File: config.mk
export PLATFORM = sky130hd
export DESIGN_NAME = ecp_pin_ctrl
export DESIGN_NICKNAME = d
export VERILOG_FILES = /design/src/pkg/ecp_pkg.sv /design/src/pkg/ecp_sync_if.sv /design/src/hw/ecp_sync.sv /design/src/hw/ecp_pin_ctrl.sv
export VERILOG_INCLUDE_DIRS = /design/src /design/src/pkg
export SDC_FILE = /design/constraint.sdc
export NUM_CORES = 1
export LEC_CHECK = 0
export CAP_MARGIN = 20
export CORE_AREA = 2 2 124 126
export CTS_BUF_LIST = sky130_fd_sc_hd__clkbuf_8
export CTS_CLUSTER_DIAMETER = 50
export DETAILED_ROUTE_END_ITERATION = 12
export DIE_AREA = 0 0 126 128
export DONT_BUFFER_PORTS = 1
export SLEW_MARGIN = 20
export SYNTH_ARGS = -nofsm -noshare
export SYNTH_HDL_FRONTEND = slang
export SYNTH_HIERARCHICAL = 1
export SYNTH_SLANG_ARGS = --single-unit
File: constraint.sdc
create_clock -name core_clk_i -period 1.79 [get_ports core_clk_i]
set_input_delay 0.0895 -clock core_clk_i [delete_from_list [all_inputs] [get_ports core_clk_i]]
set_output_delay 0.0895 -clock core_clk_i [all_outputs]
set_load 0.02 [all_outputs]
File: src/pkg/ecp_params.svh
// register indexes, field positions, reset values and pin order of the canceller pin control
// assumes inclusion by bare name from the design files
`ifndef ECP_PARAMS_SVH
`define ECP_PARAMS_SVH
`define ECP_REG_AW          4
`define ECP_REG_DW          8
`define ECP_IDX_CTRL1       4'h0
`define ECP_IDX_CTRL2       4'h1
`define ECP_IDX_STATUS      4'h2
`define ECP_CTRL1_RST       8'h0f
`define ECP_CTRL2_RST       8'h00
`define ECP_F_STATE_A       1:0
`define ECP_F_STATE_B       3:2
`define ECP_F_SUPP_OFF      0
`define ECP_F_REV_OFF       1
`define ECP_UP_CMD_BITS     5'h08
`define ECP_UP_FRAME_BITS   5'h10
`define ECP_UP_READ_BIT     7
`define ECP_PCM_WORD_BITS   8
`define ECP_NUM_PINS        15
`define ECP_P_STANDBY_N     0
`define ECP_P_SUPP          1
`define ECP_P_PHASE         2
`define ECP_P_CODE          3
`define ECP_P_STRAP_A       4
`define ECP_P_STRAP_B       5
`define ECP_P_SEL_A_LO      6
`define ECP_P_SEL_A_HI      7
`define ECP_P_SEL_B_LO      8
`define ECP_P_SEL_B_HI      9
`define ECP_P_SINGLE_WIRE   10
`define ECP_P_PCM_CLK       11
`define ECP_P_SEND_PCM      12
`define ECP_P_EN_A          13
`define ECP_P_EN_B          14
`endif

File: src/pkg/ecp_pkg.sv
// types shared by the canceller pin control modules
// assumes ecp_params.svh for the numeric constants
package ecp_pkg;
  typedef enum logic [1:0] {
    ECP_ST_MUTE,
    ECP_ST_BYPASS,
    ECP_ST_ADAPT_OFF,
    ECP_ST_ADAPT_ON
  } ecp_state_e;

  typedef enum logic [1:0] {
    ECP_UP_IDLE,
    ECP_UP_CMD,
    ECP_UP_DATA
  } ecp_up_e;
endpackage

File: src/pkg/ecp_sync_if.sv
// carries raw pin levels into the synchroniser bank and the synchronised levels back
// assumes one core clock for both ends
interface ecp_sync_if #(parameter int N = 15);
  logic [N-1:0] raw;
  logic [N-1:0] sync;
  modport src (output raw, input sync);
  modport snk (input raw, output sync);
endinterface

File: src/hw/ecp_sync.sv
// two-flop synchroniser bank for every pin input of the pin control block
// assumes all raw levels are asynchronous to core_clk_i
module ecp_sync #(
  parameter int N = 15
) (
  input  wire logic core_clk_i,
  input  wire logic reset_i,
  ecp_sync_if.snk   pins
);
  logic [N-1:0] meta_reg;
  logic [N-1:0] sync_reg;

  // the first stage feeds only the second stage
  always_ff @(posedge core_clk_i) begin
    if (reset_i) begin
      meta_reg <= '0;
      sync_reg <= '0;
    end else begin
      meta_reg <= pins.raw;
      sync_reg <= meta_reg;
    end
  end

  assign pins.sync = sync_reg;
endmodule

File: src/hw/ecp_pin_ctrl.sv
// pin control and pin multiplexing of a dual voice echo canceller
// assumes the canceller datapath supplies tone detects on core_clk_i; all pins are asynchronous
//
// The address-and-strobe port and the address map were decided locally.
`include "ecp_params.svh"

module ecp_pin_ctrl #(
  parameter int PCM_W = `ECP_PCM_WORD_BITS
) (
  input  wire logic                   core_clk_i,
  input  wire logic                   reset_i,
  input  wire logic                   standby_reset_n_i,
  input  wire logic                   suppressor_enable_pin_i,
  input  wire logic                   tone_phase_select_i,
  input  wire logic                   code_select_i,
  input  wire logic                   mode_strap_a_i,
  input  wire logic                   mode_strap_b_i,
  input  wire logic                   state_sel_a_lo_i,
  input  wire logic                   state_sel_a_hi_i,
  input  wire logic                   state_sel_b_lo_i,
  input  wire logic                   state_sel_b_hi_i,
  input  wire logic                   single_wire_i,
  output logic                        microport_out_line_o,
  output logic                        microport_out_line_oe_o,
  input  wire logic                   pcm_bit_clk_i,
  input  wire logic                   send_pcm_i,
  input  wire logic                   pcm_enable_a_i,
  input  wire logic                   pcm_enable_b_i,
  output logic [1:0][PCM_W-1:0]       send_word_o,
  output logic [1:0]                  send_word_valid_o,
  input  wire logic                   tone_det_a_i,
  input  wire logic                   tone_det_b_i,
  output logic                        tone_flag_a_n_o,
  output logic                        tone_flag_b_n_o,
  output logic                        suppressor_en_o,
  output logic                        reversal_required_o,
  output logic                        sign_mag_code_o,
  output ecp_pkg::ecp_state_e         state_a_o,
  output ecp_pkg::ecp_state_e         state_b_o,
  output logic                        controller_mode_o,
  output logic                        standby_o,
  input  wire logic [`ECP_REG_AW-1:0] reg_addr_i,
  input  wire logic [`ECP_REG_DW-1:0] reg_wdata_i,
  input  wire logic                   reg_wr_i,
  input  wire logic                   reg_rd_i,
  output logic [`ECP_REG_DW-1:0]      reg_rdata_o
);
  import ecp_pkg::*;

  ecp_sync_if #(.N(`ECP_NUM_PINS)) pins ();

  logic                      rst;
  logic [`ECP_NUM_PINS-1:0]  s;
  logic                      ctrl_mode;
  logic [`ECP_REG_DW-1:0]    ctrl1_reg;
  logic [`ECP_REG_DW-1:0]    ctrl2_reg;
  logic [`ECP_REG_DW-1:0]    status;
  logic                      sclk_d_reg;
  logic                      sclk_rise;
  logic                      sclk_fall;
  logic                      up_active;
  logic                      up_din;
  ecp_up_e                   up_state_reg;
  logic [4:0]                bit_cnt_reg;
  logic [7:0]                cmd_reg;
  logic [7:0]                dat_reg;
  logic [7:0]                sh_reg;
  logic                      up_wr;
  logic [`ECP_REG_AW-1:0]    up_addr;
  logic [7:0]                up_wdata;
  logic                      pcm_clk_d_reg;
  logic                      pcm_rise;
  logic                      flag_a_n_reg;
  logic                      flag_b_n_reg;

  assign pins.raw = {pcm_enable_b_i, pcm_enable_a_i, send_pcm_i, pcm_bit_clk_i, single_wire_i,
                     state_sel_b_hi_i, state_sel_b_lo_i, state_sel_a_hi_i, state_sel_a_lo_i,
                     mode_strap_b_i, mode_strap_a_i, code_select_i, tone_phase_select_i,
                     suppressor_enable_pin_i, standby_reset_n_i};

  ecp_sync #(.N(`ECP_NUM_PINS)) u_sync (
    .core_clk_i (core_clk_i),
    .reset_i    (reset_i),
    .pins       (pins)
  );

  assign s = pins.sync;

  // standby holds every register past the synchronisers in reset
  assign rst       = reset_i | ~s[`ECP_P_STANDBY_N];
  assign standby_o = ~s[`ECP_P_STANDBY_N];

  assign ctrl_mode = ~s[`ECP_P_STRAP_A] & ~s[`ECP_P_STRAP_B];
  assign controller_mode_o = ctrl_mode;

  // pin or register source per operating mode; code select comes from its pin in both modes
  assign suppressor_en_o = ctrl_mode ? ~ctrl2_reg[`ECP_F_SUPP_OFF]
                                     : s[`ECP_P_SUPP];
  assign reversal_required_o = ctrl_mode ? ~ctrl2_reg[`ECP_F_REV_OFF]
                                         : s[`ECP_P_PHASE];
  assign sign_mag_code_o = ~s[`ECP_P_CODE];

  assign state_a_o = ctrl_mode ? ecp_state_e'(ctrl1_reg[`ECP_F_STATE_A])
                               : ecp_state_e'({s[`ECP_P_SEL_A_HI], s[`ECP_P_SEL_A_LO]});
  assign state_b_o = ctrl_mode ? ecp_state_e'(ctrl1_reg[`ECP_F_STATE_B])
                               : ecp_state_e'({s[`ECP_P_SEL_B_HI], s[`ECP_P_SEL_B_LO]});

  // tone flags follow the detectors and stay high through reset
  always_ff @(posedge core_clk_i) begin
    if (rst) begin
      flag_a_n_reg <= 1'b1;
      flag_b_n_reg <= 1'b1;
    end else begin
      flag_a_n_reg <= ~tone_det_a_i;
      flag_b_n_reg <= ~tone_det_b_i;
    end
  end

  assign tone_flag_a_n_o = flag_a_n_reg;
  assign tone_flag_b_n_o = flag_b_n_reg;

  assign status = {4'h0, sign_mag_code_o, ctrl_mode, ~flag_b_n_reg, ~flag_a_n_reg};

  function automatic logic [7:0] reg_value(input logic [`ECP_REG_AW-1:0] idx);
    logic [7:0] v;
    v = 8'h00;
    case (idx)
      `ECP_IDX_CTRL1:  v = ctrl1_reg;
      `ECP_IDX_CTRL2:  v = ctrl2_reg;
      `ECP_IDX_STATUS: v = status;
      default:         v = 8'h00;
    endcase
    return v;
  endfunction

  // microport pins: B pair is clock and select, A pair carries data
  assign up_active = ctrl_mode & ~s[`ECP_P_SEL_B_LO];
  assign up_din    = s[`ECP_P_SINGLE_WIRE] ? s[`ECP_P_SEL_A_LO]
                                           : s[`ECP_P_SEL_A_HI];
  assign sclk_rise = s[`ECP_P_SEL_B_HI] & ~sclk_d_reg;
  assign sclk_fall = ~s[`ECP_P_SEL_B_HI] & sclk_d_reg;

  always_ff @(posedge core_clk_i) begin
    if (rst) begin
      sclk_d_reg <= 1'b0;
    end else begin
      sclk_d_reg <= s[`ECP_P_SEL_B_HI];
    end
  end

  // frame sequencing: eight command bits then eight data bits
  always_ff @(posedge core_clk_i) begin
    if (rst || !up_active) begin
      up_state_reg <= ECP_UP_IDLE;
      bit_cnt_reg  <= 5'h00;
    end else begin
      case (up_state_reg)
        ECP_UP_IDLE: begin
          up_state_reg <= ECP_UP_CMD;
        end
        ECP_UP_CMD: begin
          if (sclk_rise) begin
            bit_cnt_reg <= bit_cnt_reg + 5'h01;
            if (bit_cnt_reg == `ECP_UP_CMD_BITS - 5'h01) begin
              up_state_reg <= ECP_UP_DATA;
            end
          end
        end
        ECP_UP_DATA: begin
          if (sclk_rise && bit_cnt_reg != `ECP_UP_FRAME_BITS) begin
            bit_cnt_reg <= bit_cnt_reg + 5'h01;
          end
        end
        default: begin
          up_state_reg <= ECP_UP_IDLE;
        end
      endcase
    end
  end

  // command and write data shift in on rising host clock edges
  always_ff @(posedge core_clk_i) begin
    if (rst) begin
      cmd_reg <= 8'h00;
      dat_reg <= 8'h00;
    end else if (up_active && sclk_rise) begin
      if (up_state_reg == ECP_UP_CMD) begin
        cmd_reg <= {cmd_reg[6:0], up_din};
      end else if (up_state_reg == ECP_UP_DATA) begin
        dat_reg <= {dat_reg[6:0], up_din};
      end
    end
  end

  // the last data bit of a write frame commits the register
  assign up_wr = up_active && sclk_rise && up_state_reg == ECP_UP_DATA
                 && bit_cnt_reg == `ECP_UP_FRAME_BITS - 5'h01
                 && !cmd_reg[`ECP_UP_READ_BIT];
  assign up_addr  = cmd_reg[`ECP_REG_AW-1:0];
  assign up_wdata = {dat_reg[6:0], up_din};

  // read data leaves on falling host clock edges
  always_ff @(posedge core_clk_i) begin
    if (rst || !up_active) begin
      sh_reg                  <= 8'h00;
      microport_out_line_o    <= 1'b0;
      microport_out_line_oe_o <= 1'b0;
    end else if (up_state_reg == ECP_UP_CMD && sclk_rise
                 && bit_cnt_reg == `ECP_UP_CMD_BITS - 5'h01) begin
      sh_reg <= reg_value({cmd_reg[`ECP_REG_AW-2:0], up_din});
    end else if (up_state_reg == ECP_UP_DATA && sclk_fall
                 && bit_cnt_reg != `ECP_UP_FRAME_BITS && cmd_reg[`ECP_UP_READ_BIT]) begin
      microport_out_line_o    <= sh_reg[7];
      microport_out_line_oe_o <= 1'b1;
      sh_reg                  <= {sh_reg[6:0], 1'b0};
    end
  end

  // control registers: the parallel port wins a same-cycle collision
  always_ff @(posedge core_clk_i) begin
    if (rst) begin
      ctrl1_reg <= `ECP_CTRL1_RST;
      ctrl2_reg <= `ECP_CTRL2_RST;
    end else if (reg_wr_i) begin
      if (reg_addr_i == `ECP_IDX_CTRL1) begin
        ctrl1_reg <= reg_wdata_i;
      end
      if (reg_addr_i == `ECP_IDX_CTRL2) begin
        ctrl2_reg <= reg_wdata_i;
      end
    end else if (up_wr) begin
      if (up_addr == `ECP_IDX_CTRL1) begin
        ctrl1_reg <= up_wdata;
      end
      if (up_addr == `ECP_IDX_CTRL2) begin
        ctrl2_reg <= up_wdata;
      end
    end
  end

  always_ff @(posedge core_clk_i) begin
    if (rst) begin
      reg_rdata_o <= 8'h00;
    end else if (reg_rd_i) begin
      reg_rdata_o <= reg_value(reg_addr_i);
    end else begin
      reg_rdata_o <= 8'h00;
    end
  end

  // send-path PCM: one enable strobe per canceller channel
  assign pcm_rise = s[`ECP_P_PCM_CLK] & ~pcm_clk_d_reg;

  always_ff @(posedge core_clk_i) begin
    if (rst) begin
      pcm_clk_d_reg <= 1'b0;
    end else begin
      pcm_clk_d_reg <= s[`ECP_P_PCM_CLK];
    end
  end

  for (genvar ch = 0; ch < 2; ch++) begin : g_ch
    logic             en;
    logic             en_d_reg;
    logic             got_reg;
    logic [PCM_W-1:0] sh_reg;
    logic [PCM_W-1:0] word_reg;
    logic             valid_reg;

    assign en = (ch == 0) ? s[`ECP_P_EN_A] : s[`ECP_P_EN_B];

    always_ff @(posedge core_clk_i) begin
      if (rst) begin
        en_d_reg  <= 1'b0;
        got_reg   <= 1'b0;
        sh_reg    <= '0;
        word_reg  <= '0;
        valid_reg <= 1'b0;
      end else begin
        en_d_reg  <= en;
        valid_reg <= 1'b0;
        if (en && pcm_rise) begin
          sh_reg  <= {sh_reg[PCM_W-2:0], s[`ECP_P_SEND_PCM]};
          got_reg <= 1'b1;
        end
        // strobe fall closes the channel word
        if (!en && en_d_reg && got_reg) begin
          word_reg  <= sh_reg;
          valid_reg <= 1'b1;
          got_reg   <= 1'b0;
        end
      end
    end

    assign send_word_o[ch]       = word_reg;
    assign send_word_valid_o[ch] = valid_reg;
  end
endmodule

==> impl_metrics.py <==
metrics = {
    "outcome": {
        "status": "finished clean",
    },
    "worst_hold_path": {
        "min_to": "ctrl2_reg[3]",
        "hold_start": "reg_wr_i",
        "min_path_type": "in -> reg",
        "hold-path-cell-count": 2,
    },
    "sta": {
        "tightest_slew_ps": 580.8,
        "drv_slew": 0,
        "fin_skew_ps": 10.83,
        "fin_ws_ps": 9.721,
        "timing.fmax_ghz": 0.5617,
        "slew_headroom_pct": 61.16,
        "fin_crit_sh_pct": 99.46,
        "hold-worst-slack_ps": 29.14,
        "period_needed_ps": 1780,
        "finalSetupTns_ps": 0,
        "hold_viol": 0,
        "setup_viol": 0,
        "rsz0062_at_grt": "yes",
    },
    "cts": {
        "htree_num_levels": 4,
        "cts_made_buffers": 17,
        "clk_pin_slew_ps": 70,
        "cts_sinks": 128,
        "clk_latency_ps": 440,
        "cts_tree": "built",
        "cts-root-buf": "clkbuf_8",
        "cts.path.max_buffers": 2,
    },
    "cells_and_area": {
        "antenna_cells": 0,
        "multi_input_area_mm2": 0.002395,
        "areaGrowthSynthToFinish_pct": 21.80,
        "seqCellArea_mm2": 0.002570,
        "final_layout_size_suffix_gt1_share_pct": 20.07,
        "fillCellCount": 1445,
        "final_nets": 616,
    },
    "detailed_routing": {
        "first_pass_iters": 5,
        "drc": 0,
        "ant_nets": 0,
        "routed_wl_um": 11710,
        "dr.first_iter.drc_count": 190,
        "vias": 3929,
        "vias_per_cell": 5.031,
        "avgRoutedWirePerCell_um": 14.99,
    },
    "power": {
        "irDropWorstVdd_v": 0.0005060,
        "p_leak_nw": 2.274,
        "cellPowerDensity_mw_per_mm2": 878.7,
    },
    "worst_setup_path": {
        "cp_common_cell": "ha_4",
        "max_stage_delay_ps": 380,
        "r2r.worst_path.cells": 7,
        "r2r-end": "ctrl1_reg[2]",
        "reg2reg_slack_ps": 10,
        "cp_slowest_cell": "dfxtp_4",
        "cp_data_required_time_ps": 2110,
        "critPathLaunchType": "flip-flop",
        "path_cells": "ha_4 > and3_4 > ha_4 > nor4b_4 > and4_4 > o211ai_1 > a21boi_2",
        "crit_fanout": 5,
        "endpoint_kind": "flip-flop",
        "critPathBufInv": 0,
        "reg2reg_from": "bit_cnt_reg[0]",
        "crit_family": "simple AND/OR/NAND/NOR gates",
        "crit_type": "reg -> reg",
        "crit_arrival_ps": 2100,
    },
    "place": {
        "port_buffers": 0,
        "gp_congestion": 0.8423,
        "dp_hpwl_um": 7919,
        "pre_cts_ws_ps": -142.5,
    },
    "global_route": {
        "grt_pass1_wl_um": 19060,
        "grt_overflow": 0,
        "antenna_found_initial": 0,
        "grtUsageTotal_pct": 14.98,
        "grt_pass1_vias": 3817,
        "grt_max_degree": 35,
    },
    "job": {
        "max_cap_viol_count": 0,
    },
    "yosys": {
        "syn_area_mm2": 0.005074,
        "ys_async_sr_fraction_pct": 0,
        "synth_cells": 533,
        "synth_cell_types": 54,
        "ys.flop_type": "dfxtp_1",
        "ys_warn_count": 6,
        "ys_seq_area_share_pct": 50.51,
        "syn_avg_cell_area_um2": 9.519,
        "synth_edf_count": 0,
        "synth_seq_cells": 128,
        "synth_nets": 569,
    },
    "floorplanning": {
        "die-area_mm2": 0.01613,
        "dieWidth_um": 126,
        "io_pins": 72,
        "num_rows": 45,
        "core_area_mm2": 0.01486,
        "die_y_um": 128,
        "initial_core_util_pct": 34.13,
    },
}
==> cell usage after synthesis, drive strengths merged, types with 2 or more instances <==
| cell | count | area, um^2 |
|---|---|---|
| dfxtp | 128 | 2562 |
| nand2 | 78 | 295.3 |
| a21oi | 40 | 200.2 |
| mux2i | 40 | 404.1 |
| nand3 | 38 | 190.2 |
| nor2 | 38 | 150.1 |
| nor2b | 34 | 272.8 |
| buf | 18 | 117.6 |
| clkbuf | 15 | 56.30 |
| inv | 10 | 37.54 |
| nand4 | 9 | 71.32 |
| o21ai | 8 | 40.04 |
| a21boi | 7 | 52.55 |
| and2 | 6 | 37.54 |
| mux2 | 6 | 67.56 |
| a31oi | 5 | 37.53 |
| nor3 | 5 | 25.02 |
| a21o | 4 | 30.03 |
| and4bb | 4 | 50.05 |
| o211ai | 4 | 30.03 |
| o22a | 4 | 35.03 |
| o31ai | 4 | 50.05 |
| a211oi | 3 | 27.52 |
| ha | 3 | 37.54 |
| nand2b | 3 | 18.77 |
| o32a | 3 | 30.03 |
| nand3b | 2 | 15.01 |
| or3 | 2 | 12.51 |
==> routing by layer <==
layer | global-route usage [%] | wire (um) | share of wire (%)
met1 | 17.13 | 4960 | 42
met2 | 25.46 | 5833 | 50
met3 | 5.259 | 747 | 6.4
met4 | 6.399 | 169 | 1.4
met5 | 0 | 0 | 0
==> stage by stage <==
stage	std cells	utilization (%)	cell area (um^2)	total power, mW
final	781	41.57	6180	5.430
after CTS	778	41.08	6106	5.497
after floorplan	533	-	5082	3.127
after detailed placement	710	35.95	5344	3.161
after global placement	710	35.95	5344	3.158
after global routing	781	41.57	6180	5.642
==> cell type report <==
cell class | instances | share of cell area [%]
sequential | 128 | 41.59
multi-input combinational | 363 | 38.75
timing repair buffer | 60 | 9.334
clock buffer | 19 | 4.232
tap | 188 | 3.806
clock inverter | 13 | 1.579
inverter | 10 | 0.7086
==> layout by cell type, fill, tap and decap left out, drive strengths merged, types with 6 or more instances in the layout <==
master	instances
o21ai	8
mux2i	40
nand2	78
clkbuf	19
and2	6
mux2	6
a21boi	7
inv	13
nor2	38
dfxtp	128
nand3	38
buf	26
nand4	9
a21oi	40
dlygate4sd3	34
nor2b	34
==> worst reg2reg max path, stage by stage, from the launching register on <==
cell and delay, ps:
dfxtp_4 380, ha_4 130, and3_4 190, ha_4 120, nor4b_4 270, and4_4 320, o211ai_1 90, a21boi_2 170
==> cell families (layout without fill, tap and decap cells) <==
group | after synthesis | count (layout) | share of synthesized area [%]
simple gates | 228 | 229 | 24.27
flops | 128 | 128 | 50.51
mux | 46 | 46 | 9.297
compound gates | 84 | 84 | 10.85
xor+xnor | 1 | 1 | 0.1727
fa+ha+maj | 3 | 3 | 0.7399
buf+inv | 43 | 102 | 4.167
==> power breakdown <==
part | switching, mW | leakage, nW | internal [mW]
Sequential | 0.0158 | 1.04 | 2.88
Combinational | 0.152 | 1.04 | 0.139
Clock | 1.10 | 0.191 | 1.14
Total | 1.27 | 2.27 | 4.16
==> what timing repair did <==
item / CTS / global route
hold buffers: 35 / 0
pin swaps: 1 / 3
buffers inserted: 1 / 2
endpoints found under the hold margin: 56 / 0
setup endpoints to repair: 23 / 24
gates cloned: 0 / 1
gates resized for setup: 12 / 14
==> worst max path at each step <==
stage / from / to / slack [ps] / cells after the start
final: bit_cnt_reg[0] / ctrl1_reg[2] / 10 / 7
after global routing: bit_cnt_reg[0] / sh_reg[2] / -70 / 6
after CTS: bit_cnt_reg[1] / ctrl1_reg[3] / -10 / 7
after detailed placement: bit_cnt_reg[1] / ctrl1_reg[3] / -140 / 7
after global placement: bit_cnt_reg[1] / ctrl1_reg[2] / -20 / 7
after floorplan: bit_cnt_reg[1] / ctrl2_reg[0] / 20 / 8
Power figures use the tool's default switching activity.
